### src/hdl/shpcb_defs.vh
// constants for the shadowed control bank and its management port
`ifndef SHPCB_DEFS_VH
`define SHPCB_DEFS_VH

// management location
`define SHPCB_DEVICE_ADDRESS_SPACE 5'h07
`define SHPCB_LOC_ADDR 16'hFFF8
`define SHPCB_ADDR_RST 16'h0000

// management frame
`define SHPCB_PRE_MIN 6'h20
`define SHPCB_HDR_LAST 6'h0D
`define SHPCB_DATA_LAST 6'h0F
`define SHPCB_TA_LAST 6'h01
`define SHPCB_ST_C45 2'h0
`define SHPCB_OP_ADDR 2'h0
`define SHPCB_OP_WRITE 2'h1
`define SHPCB_OP_RINC 2'h2
`define SHPCB_OP_READ 2'h3

// shadow select codes
`define SHPCB_SEL_AUX 3'h0
`define SHPCB_SEL_PWR 3'h2
`define SHPCB_SEL_TST 3'h4
`define SHPCB_SEL_MISC 3'h7

// upper 13 bits stored per shadow: index n holds word bit n+3
`define SHPCB_AUX_RST 13'h0880
`define SHPCB_PWR_RST 13'h0000
`define SHPCB_TST_RST 13'h0000
`define SHPCB_MISC_RST 13'h0000

// write masks on the stored upper field
`define SHPCB_MASK_ALL 13'h1FFF
`define SHPCB_MASK_MISC_WE 13'h0FFF
`define SHPCB_MASK_MISC_NWE 13'h0E00

// word bit positions
`define SHPCB_B_WE 15
`define SHPCB_B_EXT_LB 15
`define SHPCB_B_EXT_LEN 14
`define SHPCB_B_GER_HI 13
`define SHPCB_B_GER_LO 12
`define SHPCB_B_TX_NORM 10
`define SHPCB_B_PRF_DIS 7
`define SHPCB_B_FER_HI 5
`define SHPCB_B_FER_LO 4
`define SHPCB_B_LINE_LB 15
`define SHPCB_B_SAME_PAIR 4
`define SHPCB_B_RSEL_HI 14
`define SHPCB_B_RSEL_LO 12
`define SHPCB_B_PKT_RX 11
`define SHPCB_B_XOVER 9
`define SHPCB_B_DOWNGRADE 4
`define SHPCB_UP_LSB 3

`endif

### src/hdl/shpcb_bank.v
// shadowed control bank at one management location, with its serial management slave
`timescale 1ns/1ps
`include "shpcb_defs.vh"
module shpcb_bank (
  input wire core_clk,
  input wire srst,
  input wire [4:0] port_addr,
  input wire mdc_i,
  input wire mdio_i,
  output reg mdio_o,
  output reg mdio_oe,
  output wire ext_loopback,
  output wire ext_packet_length,
  output wire [1:0] gig_edge_rate,
  output wire [1:0] fast_edge_rate,
  output wire tx_normal_mode,
  output wire prf_disable,
  output wire line_loopback,
  output wire same_pair_test_mode,
  output wire packet_count_rx,
  output wire automatic_crossover_detection_forced,
  output wire speed_downgrade_en
);
  localparam [1:0] ST_PRE = 2'h0;
  localparam [1:0] ST_HDR = 2'h1;
  localparam [1:0] ST_TA = 2'h2;
  localparam [1:0] ST_DATA = 2'h3;

  wire [12:0] aux_q;
  wire [12:0] pwr_q;
  wire [12:0] tst_q;
  wire [12:0] misc_q;

  reg mdc_q;
  reg [1:0] state_q;
  reg [5:0] cnt_q;
  reg [13:0] hdr_q;
  reg [15:0] data_q;
  reg mine_q;
  reg rd_q;
  reg [15:0] addr_q;

  wire mdc_rise;
  wire [13:0] hdr_next;
  wire [15:0] wdata;
  wire [1:0] op;
  wire bank_we;
  reg [12:0] misc_mask;

  // word of a shadow: stored upper bits plus its own code in 2:0
  function [15:0] shadow_word;
    input [12:0] up;
    input [2:0] code;
    begin
      shadow_word = {up, code};
    end
  endfunction

  // read word of the location, steered by the held read selector
  function [15:0] read_word;
    input [15:0] addr;
    input [12:0] aux;
    input [12:0] pwr;
    input [12:0] tst;
    input [12:0] misc;
    reg [2:0] rsel;
    begin
      rsel = misc[`SHPCB_B_RSEL_HI-`SHPCB_UP_LSB:`SHPCB_B_RSEL_LO-`SHPCB_UP_LSB];
      read_word = 16'h0000;
      if (addr == `SHPCB_LOC_ADDR) begin
        case (rsel)
          `SHPCB_SEL_AUX: read_word = shadow_word(aux, `SHPCB_SEL_AUX);
          `SHPCB_SEL_PWR: read_word = shadow_word(pwr, `SHPCB_SEL_PWR);
          `SHPCB_SEL_TST: read_word = shadow_word(tst, `SHPCB_SEL_TST);
          `SHPCB_SEL_MISC: read_word = shadow_word(misc, `SHPCB_SEL_MISC);
          default: read_word = 16'h0000;
        endcase
      end
    end
  endfunction

  // write strobe for one shadow: a bank write whose low code names it
  function sel_hit;
    input we;
    input [2:0] code;
    input [2:0] sel;
    begin
      sel_hit = we && (code == sel);
    end
  endfunction

  // one control bit of a shadow, by its position in the word
  function word_bit;
    input [12:0] up;
    input integer pos;
    begin
      word_bit = up[pos - `SHPCB_UP_LSB];
    end
  endfunction

  // two-bit control field of a shadow, by its word positions
  function [1:0] word_pair;
    input [12:0] up;
    input integer hi;
    input integer lo;
    begin
      word_pair = {word_bit(up, hi), word_bit(up, lo)};
    end
  endfunction

  // next serial word after one bit leaves at the top
  function [15:0] shift_up;
    input [15:0] w;
    begin
      shift_up = {w[14:0], 1'b0};
    end
  endfunction

  assign mdc_rise = mdc_i & ~mdc_q;
  assign hdr_next = {hdr_q[12:0], mdio_i};
  assign wdata = {data_q[14:0], mdio_i};
  assign op = hdr_q[11:10];
  assign bank_we = mdc_rise && (state_q == ST_DATA) && (cnt_q == `SHPCB_DATA_LAST) &&
                   !rd_q && mine_q && (op == `SHPCB_OP_WRITE) && (addr_q == `SHPCB_LOC_ADDR);

  // write-enable bit decides how much of the control shadow is taken
  always @* begin
    if (wdata[`SHPCB_B_WE]) begin
      misc_mask = `SHPCB_MASK_MISC_WE;
    end else begin
      misc_mask = `SHPCB_MASK_MISC_NWE;
    end
  end

  // shadow storage; the low code of each write picks one, others ignored
  shpcb_shadow #(.RESET_VAL(`SHPCB_AUX_RST)) u_aux (
    .core_clk(core_clk),
    .srst(srst),
    .wr_en(sel_hit(bank_we, wdata[2:0], `SHPCB_SEL_AUX)),
    .wr_mask(`SHPCB_MASK_ALL),
    .wr_data(wdata[15:3]),
    .q(aux_q)
  );
  shpcb_shadow #(.RESET_VAL(`SHPCB_PWR_RST)) u_pwr (
    .core_clk(core_clk),
    .srst(srst),
    .wr_en(sel_hit(bank_we, wdata[2:0], `SHPCB_SEL_PWR)),
    .wr_mask(`SHPCB_MASK_ALL),
    .wr_data(wdata[15:3]),
    .q(pwr_q)
  );
  shpcb_shadow #(.RESET_VAL(`SHPCB_TST_RST)) u_tst (
    .core_clk(core_clk),
    .srst(srst),
    .wr_en(sel_hit(bank_we, wdata[2:0], `SHPCB_SEL_TST)),
    .wr_mask(`SHPCB_MASK_ALL),
    .wr_data(wdata[15:3]),
    .q(tst_q)
  );
  shpcb_shadow #(.RESET_VAL(`SHPCB_MISC_RST)) u_misc (
    .core_clk(core_clk),
    .srst(srst),
    .wr_en(sel_hit(bank_we, wdata[2:0], `SHPCB_SEL_MISC)),
    .wr_mask(misc_mask),
    .wr_data(wdata[15:3]),
    .q(misc_q)
  );

  // control fields taken straight from shadow flops
  assign ext_loopback = word_bit(aux_q, `SHPCB_B_EXT_LB);
  assign ext_packet_length = word_bit(aux_q, `SHPCB_B_EXT_LEN);
  assign gig_edge_rate = word_pair(aux_q, `SHPCB_B_GER_HI, `SHPCB_B_GER_LO);
  assign fast_edge_rate = word_pair(aux_q, `SHPCB_B_FER_HI, `SHPCB_B_FER_LO);
  assign tx_normal_mode = word_bit(aux_q, `SHPCB_B_TX_NORM);
  assign prf_disable = word_bit(aux_q, `SHPCB_B_PRF_DIS);
  assign line_loopback = word_bit(tst_q, `SHPCB_B_LINE_LB);
  assign same_pair_test_mode = word_bit(tst_q, `SHPCB_B_SAME_PAIR);
  assign packet_count_rx = word_bit(misc_q, `SHPCB_B_PKT_RX);
  assign automatic_crossover_detection_forced = word_bit(misc_q, `SHPCB_B_XOVER);
  assign speed_downgrade_en = word_bit(misc_q, `SHPCB_B_DOWNGRADE);

  // clock edge detector; reset high so a clock already high at release is no edge
  always @(posedge core_clk) begin
    if (srst) begin
      mdc_q <= 1'b1;
    end else begin
      mdc_q <= mdc_i;
    end
  end

  // management frame receiver and read driver
  always @(posedge core_clk) begin
    if (srst) begin
      state_q <= ST_PRE;
      cnt_q <= 6'h00;
      hdr_q <= 14'h0000;
      data_q <= 16'h0000;
      mine_q <= 1'b0;
      rd_q <= 1'b0;
      addr_q <= `SHPCB_ADDR_RST;
      mdio_o <= 1'b0;
      mdio_oe <= 1'b0;
    end else begin
      if (mdc_rise) begin
        case (state_q)
          ST_PRE: begin
            if (mdio_i) begin
              if (cnt_q < `SHPCB_PRE_MIN) begin
                cnt_q <= cnt_q + 6'h01;
              end
            end else if (cnt_q >= `SHPCB_PRE_MIN) begin
              state_q <= ST_HDR;
              hdr_q <= hdr_next;
              cnt_q <= 6'h01;
            end else begin
              cnt_q <= 6'h00;
            end
          end
          ST_HDR: begin
            hdr_q <= hdr_next;
            if (cnt_q == `SHPCB_HDR_LAST) begin
              if (hdr_next[13:12] != `SHPCB_ST_C45) begin
                state_q <= ST_PRE;
                cnt_q <= 6'h00;
              end else begin
                state_q <= ST_TA;
                cnt_q <= 6'h00;
                rd_q <= hdr_next[11];
                mine_q <= (hdr_next[9:5] == port_addr) && (hdr_next[4:0] == `SHPCB_DEVICE_ADDRESS_SPACE);
                data_q <= read_word(addr_q, aux_q, pwr_q, tst_q, misc_q);
              end
            end else begin
              cnt_q <= cnt_q + 6'h01;
            end
          end
          ST_TA: begin
            if (cnt_q == `SHPCB_TA_LAST) begin
              state_q <= ST_DATA;
              cnt_q <= 6'h00;
              if (rd_q && mine_q) begin
                mdio_o <= data_q[15];
                data_q <= shift_up(data_q);
              end
            end else begin
              cnt_q <= cnt_q + 6'h01;
              if (rd_q && mine_q) begin
                mdio_oe <= 1'b1;
                mdio_o <= 1'b0;
              end
            end
          end
          ST_DATA: begin
            if (rd_q) begin
              mdio_o <= data_q[15];
              data_q <= shift_up(data_q);
            end else begin
              data_q <= wdata;
            end
            if (cnt_q == `SHPCB_DATA_LAST) begin
              state_q <= ST_PRE;
              cnt_q <= 6'h00;
              mdio_oe <= 1'b0;
              mdio_o <= 1'b0;
              if (mine_q && (op == `SHPCB_OP_ADDR)) begin
                addr_q <= wdata;
              end
              if (mine_q && (op == `SHPCB_OP_RINC)) begin
                addr_q <= addr_q + 16'h0001;
              end
            end else begin
              cnt_q <= cnt_q + 6'h01;
            end
          end
          default: begin
            state_q <= ST_PRE;
            cnt_q <= 6'h00;
          end
        endcase
      end
    end
  end
endmodule

### src/hdl/shpcb_shadow.v
// one shadow register: upper 13 bits with a per-bit write mask
`timescale 1ns/1ps
module shpcb_shadow #(
  parameter [12:0] RESET_VAL = 13'h0000
) (
  input wire core_clk,
  input wire srst,
  input wire wr_en,
  input wire [12:0] wr_mask,
  input wire [12:0] wr_data,
  output reg [12:0] q
);
  always @(posedge core_clk) begin
    if (srst) begin
      q <= RESET_VAL;
    end else if (wr_en) begin
      q <= (q & ~wr_mask) | (wr_data & wr_mask);
    end
  end
endmodule

### config.mk
export PLATFORM = sky130hd
export DESIGN_NAME = shpcb_bank
export DESIGN_NICKNAME = d
export VERILOG_FILES = /design/src/hdl/shpcb_bank.v /design/src/hdl/shpcb_shadow.v
export VERILOG_INCLUDE_DIRS = /design/src /design/src/hdl
export SDC_FILE = /design/constraint.sdc
export NUM_CORES = 1
export LEC_CHECK = 0
export BUFFER_PORTS_ARGS = -buffer_cell sky130_fd_sc_hd__buf_2
export CAP_MARGIN = 10
export CORE_ASPECT_RATIO = 0.9
export CORE_UTILIZATION = 51
export DETAILED_ROUTE_END_ITERATION = 10
export GPL_ROUTABILITY_DRIVEN = 0
export PLACE_DENSITY = 0.68
export RECOVER_POWER = 100
export SYNTH_ARGS = -nofsm -noshare
export SYNTH_HDL_FRONTEND = slang
export SYNTH_HIERARCHICAL = 1
export SYNTH_SLANG_ARGS = --single-unit
### constraint.sdc
create_clock -name core_clk -period 3.9 [get_ports core_clk]
set_clock_uncertainty 0.1 [all_clocks]
set_input_delay 0.39 -clock core_clk [delete_from_list [all_inputs] [get_ports core_clk]]
set_output_delay 0.39 -clock core_clk [all_outputs]
set_load 0.05 [all_outputs]
==> flow_summary.toml, run 1 <==
[status]
status = "complete, but fails checks"
violations = "max-capacitance violations, max-slew violations"

[worst_setup_path]
rrSetupSlack_ns = 0.67
start_kind = "flop"
arrival_ns = 3.38
setup.worst_path.class = "flop to flop"
cp.required_ns = 4.05
cp-end-kind = "flop"
r2r_cells = 5
r2r-end = "data_q[9]"
cp_max_fo = 15

[die]
io_pins = 24
core_mm2 = 0.0114
die_h_um = 105
die_area_mm2 = 0.0122
dieWidth_um = 116
rows = 37
initial_utilization_pct = 52.4

[global_routing]
grt_usage_pct = 26.4
grt_max_degree = 57
met2_usage_pct = 39.0
grtUsageMet3_pct = 6.44
grt-ovfl-total = 0
busiest_layer = "met2"
grt_pass1_vias = 4907
met1_usage_pct = 37.6
grt_pass1_wl_um = 25000
antenna_found_initial = 0

[power]
p_switching_uw = 459
internal-power_mw = 1.72
vdd_drop_max_mv = 0.315
pwr-share-seq_pct = 51.7
leakage_nw = 2.36
clkPwrFrac_pct = 45.8
sw_frac_of_total_pct = 21.1
p_total_mw = 2.18
power_density_mw_per_mm2 = 329
combPwrFrac_pct = 2.5

[routing]
routed_via_density = 5.71
num_vias = 5289
drt-pass1-iter-count = 5
drc = 0
drtIter0Drc = 556
drtAntennaViolNets = 0
drt-total-wl_um = 15400
routedWlPerCell_um = 16.6

[sta]
rsz0062_at_grt = "false"
fin_crit_sh_pct = 82.7
maxSlewHeadroom_pct = -71.5
fmax_mhz = 310
period_minus_slack_ns = 3.23
worst_pin_slew_ns = 2.57
setup_ws_ns = 0.673
fin_tns_setup_ns = 0
setup_violations = 0
hold_viol = 0
finalMaxSlewViolations = 57

[logic_synthesis]
async_reset_ff_share_pct = 0
synth_adder_area_share_pct = 1.04
synth_seq_area_share_pct = 36.7
synth-main-ff-cell = "dfxtp_1"
synth_cell_types = 67
synth.avg_cell_area_um2 = 8.69
synth_top_family_by_area = "compound AO/OA/AOI/OAI gates"
ys_ff_latch = 110
yosys.area_share.simple_pct = 19.7
synth_compound_area_share_pct = 29.7
ys_warn_count = 6
synth-edff-count = 0
synthXorXnorAreaFrac_pct = 1.31
synth_mux_area_share_pct = 4.72
syn-cell-area_mm2 = 0.00600
syn_inst = 690

[min_path]
holdPathEnd = "mdc_q"
hp-class = "input port to flop"
hold_start = "mdc_i"
hold_path_depth = 2

[layout]
diodes = 0
layout_commonest_cell = "dfxtp_1"
fill_cells = 1072
area_growth_pct = 10.1
design_area_mm2 = 0.00661
post-route-util_pct = 57.8
final_layout_size_suffix_gt1_share_pct = 10.2
most-common-layout-cells = "dfxtp_1, a21oi_1, conb_1"
nNetsFinal = 780

[clock_network]
post_cts_buffers = 0
cts_tree = "done"
path_clk_slew_ns = 0.07
cts_buffers = 9
cts_max_level = 3
cts_sinks = 110
hold_buffers = 0
clockBufferDepth = 2
clockRootBuffer = "clkbuf_16"
cts-resized-gates = 0
clkLatencyLatePin_ns = 0.36

[placement]
io_buffers = 23
preCtsSetupSlack_ns = 1.11
place_hpwl_um = 10200
place_area_mm2 = 0.00641

[job]
maxCapViolations = 1
through the flow:
stage	hold WS, ns	instances
2_1_floorplan	0.359	774
3_5_place_dp	0.355	911
5_1_grt	0.210	927
3_3_place_gp	0.339	911
4_1_cts	0.203	927
6_report	0.213	927
layer usage:
layer / wire, um / part of all wire [%]
met1: 7260 / 47
met2: 6970 / 45
met3: 895 / 5.8
met4: 261 / 1.7
met5: 0 / 0
how the worst max path moves through the flow:
stage,slack [ns],depth (start not counted),from,to
after floorplan,1.50,9,addr_q[0],flop
after global placement,1.18,8,flop,flop
after detailed placement,1.11,7,state_q[0],flop
after CTS,1.10,7,state_q[0],flop
after global routing,0.48,5,flop,data_q[15]
final,0.67,5,flop,data_q[9]
synth_stat cells (3+ instances only):
library cell	count	area [um^2]
nor2_1	43	161
xor2_1	4	35.0
nor3_1	24	120
clkbuf_1	18	67.6
buf_4	6	45.0
nand2_1	26	97.6
nor4_1	9	56.3
a21oi_1	66	330
inv_1	22	82.6
xnor2_1	5	43.8
nand3_1	64	320
ha_1	5	62.6
a21oi_2	29	254
a211oi_1	28	210
a22oi_1	12	90.1
buf_6	10	113
o21ai_0	17	85.1
and3_1	5	31.3
and2_1	9	56.3
nand4_1	9	56.3
nor2b_1	3	18.8
or3_1	3	18.8
a21bo_2	22	220
a31oi_1	6	37.5
or2_2	4	25.0
mux2i_1	26	260
o22ai_1	15	93.8
dfxtp_1	110	2200
buf_2	15	75.1
a21bo_1	28	280
worst max-delay path: stages, from the launching register on:
cell,delay (ns)
dfxtp_1,0.61
and2_0,0.84
a21oi_1,0.20
nor4_2,0.95
a211oi_1,0.18
nor3_1,0.25
kinds of logic after synthesis:
| family | count (synthesis) |
|---|---|
| mux | 28 |
| flops | 110 |
| simple gates | 220 |
| buf+inv | 74 |
| compound gates | 242 |
| xor+xnor | 9 |
| other cells | 2 |
| fa+ha+maj | 5 |
layout make-up:
class / count / area, um^2 / share of cell area, %
Tap cell: 156 / 195 / 2.96
Clock buffer: 13 / 250 / 3.79
Sequential cell: 110 / 2200 / 33.3
Multi-Input combinational cell: 590 / 3640 / 55.1
Inverter: 23 / 88.8 / 1.34
Timing Repair Buffer: 32 / 160 / 2.42
Clock inverter: 3 / 67.6 / 1.02
power groups by stage:
stage,sequential [mW],combinational [mW],clock (mW)
floorplan,1.15,0.0391,0
global placement,1.15,0.0528,0
detailed placement,1.15,0.0536,0
CTS,1.12,0.0539,1.01
global route,1.12,0.0613,1.06
finish,1.12,0.0533,0.997
Power figures use the tool's default switching activity.
==> inputs of run 2 (changes only) <==
--- a/config.mk
+++ b/config.mk
@@ -6,13 +6,14 @@
 export SDC_FILE = /design/constraint.sdc
 export NUM_CORES = 1
 export LEC_CHECK = 0
+export ABC_AREA = 1
 export BUFFER_PORTS_ARGS = -buffer_cell sky130_fd_sc_hd__buf_2
 export CAP_MARGIN = 10
 export CORE_ASPECT_RATIO = 0.9
 export CORE_UTILIZATION = 51
 export DETAILED_ROUTE_END_ITERATION = 10
 export GPL_ROUTABILITY_DRIVEN = 0
-export PLACE_DENSITY = 0.68
+export PLACE_DENSITY = 0.7
 export RECOVER_POWER = 100
 export SYNTH_ARGS = -nofsm -noshare
 export SYNTH_HDL_FRONTEND = slang
==> constraint.sdc (replaced) <==
create_clock -name core_clk -period 2.6 [get_ports core_clk]
set_clock_uncertainty 0.1 [all_clocks]
set_input_delay 0.26 -clock core_clk [delete_from_list [all_inputs] [get_ports core_clk]]
set_output_delay 0.26 -clock core_clk [all_outputs]
set_load 0.05 [all_outputs]
==> flow_summary.toml, run 2 <==
[die]
dieWidth_um = 118
die_area_mm2 = 0.0125
die_h_um = 106
core_mm2 = 0.0116
initial_utilization_pct = 53.1
io_pins = 24
rows = 37

[logic_synthesis]
synth_area_leaders = "dfxtp_1, nand2_1, nor2_1, inv_1, a21oi_1"
synthMostInstantiatedCell = "nand2_1"
syn_inst = 1005
synth_seq_area_share_pct = 35.8
synth_common_cells = "nand2_1, nor2_1, inv_1, dfxtp_1, a21oi_1"
synth_mux_area_share_pct = 0
synth.avg_cell_area_um2 = 6.12
synthXorXnorAreaFrac_pct = 0.570
async_reset_ff_share_pct = 0
yosys.area_share.simple_pct = 41.5
yosysTopAreaCellShare_pct = 35.8
synth_adder_area_share_pct = 1.02
synth-main-ff-cell = "dfxtp_1"
syn-cell-area_mm2 = 0.00615
synth_cell_types = 34
yosys.area.top_type = "dfxtp_1"
synth_compound_area_share_pct = 8.30
synth-edff-count = 0
ys_ff_latch = 110
ys_warn_count = 6
synth_top_family_by_area = "simple AND/OR/NAND/NOR gates"

[global_routing]
grt_pass1_wl_um = 25200
grt_max_degree = 43
grt_pass1_vias = 5105
antenna_found_initial = 0
grt-ovfl-total = 0
grt_usage_pct = 25.4

[worst_setup_path]
cp_max_fo = 13
cp.required_ns = 2.79
cp-end-kind = "flop"
start_kind = "flop"
setup.worst_path.class = "flop to flop"
arrival_ns = 2.46

[sta]
setup_ws_ns = 0.336
finalMaxSlewViolations = 0
maxSlewHeadroom_pct = 23.3
setup_violations = 0
rsz0062_at_grt = "false"
fin_tns_setup_ns = 0
fin_crit_sh_pct = 87.1
worst_pin_slew_ns = 1.15
fmax_mhz = 442
period_minus_slack_ns = 2.26
hold_ws_ns = 0.135
hold_viol = 0

[routing]
num_vias = 5974
routed_via_density = 4.88
drt-pass1-iter-count = 5
drtIter0Drc = 571
routedWlPerCell_um = 12.5
drtAntennaViolNets = 0
drc = 0
drt-total-wl_um = 15300

[power]
clkPwrFrac_pct = 44.9
combPwrFrac_pct = 2.4
leakage_nw = 3.29
vdd_drop_max_mv = 0.475
p_total_mw = 3.20
sw_frac_of_total_pct = 23.1
p_switching_uw = 740
pwr-share-seq_pct = 52.6
power_density_mw_per_mm2 = 475
internal-power_mw = 2.46

[layout]
design_area_mm2 = 0.00674
nNetsFinal = 1077
area_growth_pct = 9.67
diodes = 0
most-common-layout-cells = "nand2_1, nor2_1, inv_1"
final_layout_size_suffix_gt1_share_pct = 4.87
fin_cells = 1224
post-route-util_pct = 58.2
layout_commonest_cell = "nand2_1"

[placement]
dp_cells = 1207
preCtsSetupSlack_ns = 0.461
place_area_mm2 = 0.00646
place_hpwl_um = 10700
io_buffers = 23

[clock_network]
clockBufferDepth = 2
cts_sinks = 110
clockRootBuffer = "clkbuf_16"
cts_buffers = 9
cts_max_level = 3
cts_tree = "done"
cts-resized-gates = 0
path_clk_slew_ns = 0.07
clkLatencyLatePin_ns = 0.35

[job]
maxCapViolations = 0

[min_path]
hp-class = "input port to flop"

[status]
status = "complete, no violations"
-- run 2: cell count changes after synthesis, moves of 26 or more --
cell,delta
nor2_1,+131
a21oi_2,-29
nand4_1,+28
nand2_1,+306
mux2i_1,-26
inv_1,+109
a211oi_1,-28
a21bo_1,-28
-- run 2: logic make-up after synthesis --
logic type | count (synthesis)
simple gates | 612
buf+inv | 172
flops | 110
compound gates | 100
fa+ha+maj | 5
xor+xnor | 4
other cells | 2
-- run 2: worst paths after layout --
| path | start | end | slack (ns) | cells after the start |
|---|---|---|---|---|
| max | addr_q[0] | flop | 0.34 | 13 |
| min | mdio_i | hdr_q[0] | 0.14 | 3 |
| max reg2reg | addr_q[0] | flop | 0.34 | 13 |
| min reg2reg | mdio_o | mdio_o | 0.38 | 2 |
-- run 2: area by class of cell --
type	count	area [um^2]
Clock buffer	9	225
Clock inverter	7	81.3
Fill cell	1164	4830
Inverter	138	518
Multi-Input combinational cell	766	3320
Sequential cell	110	2200
Tap cell	156	195
Timing Repair Buffer	38	199
-- run 2: repair_timing --
action                                  CTS  global route
setup buffers                             0             0
endpoints found under the setup margin    0             0
hold endpoints to repair                  1             0
hold buffers                              1             0
-- run 2: metal layers --
layer	wire (um)	share of wire [%]	global-route usage [%]
met2	6500	43	38.9
met3	778	5.1	5.20
met5	0	0	0
met4	180	1.2	6.41
met1	7800	51	36.2
-- run 2: power by group through the flow --
stage | clock (mW) | sequential [mW] | combinational, mW
after global routing | 1.53 | 1.69 | 0.0896
after floorplan | 0 | 1.73 | 0.0557
after global placement | 0 | 1.73 | 0.0760
final | 1.44 | 1.69 | 0.0781
after detailed placement | 0 | 1.73 | 0.0762
after CTS | 1.47 | 1.69 | 0.0776
-- run 2: worst max-delay path, cell delays in order (launching register included) --
cell	delay, ns
dfxtp_1	0.33
inv_1	0.13
ha_1	0.17
nand2_1	0.05
nor2_1	0.18
nand4_4	0.15
nor3_1	0.25
nand2_1	0.11
nor2_1	0.10
clkbuf_2	0.28
nand2_1	0.12
nand2_1	0.09
nand2_1	0.05
nor2_1	0.10
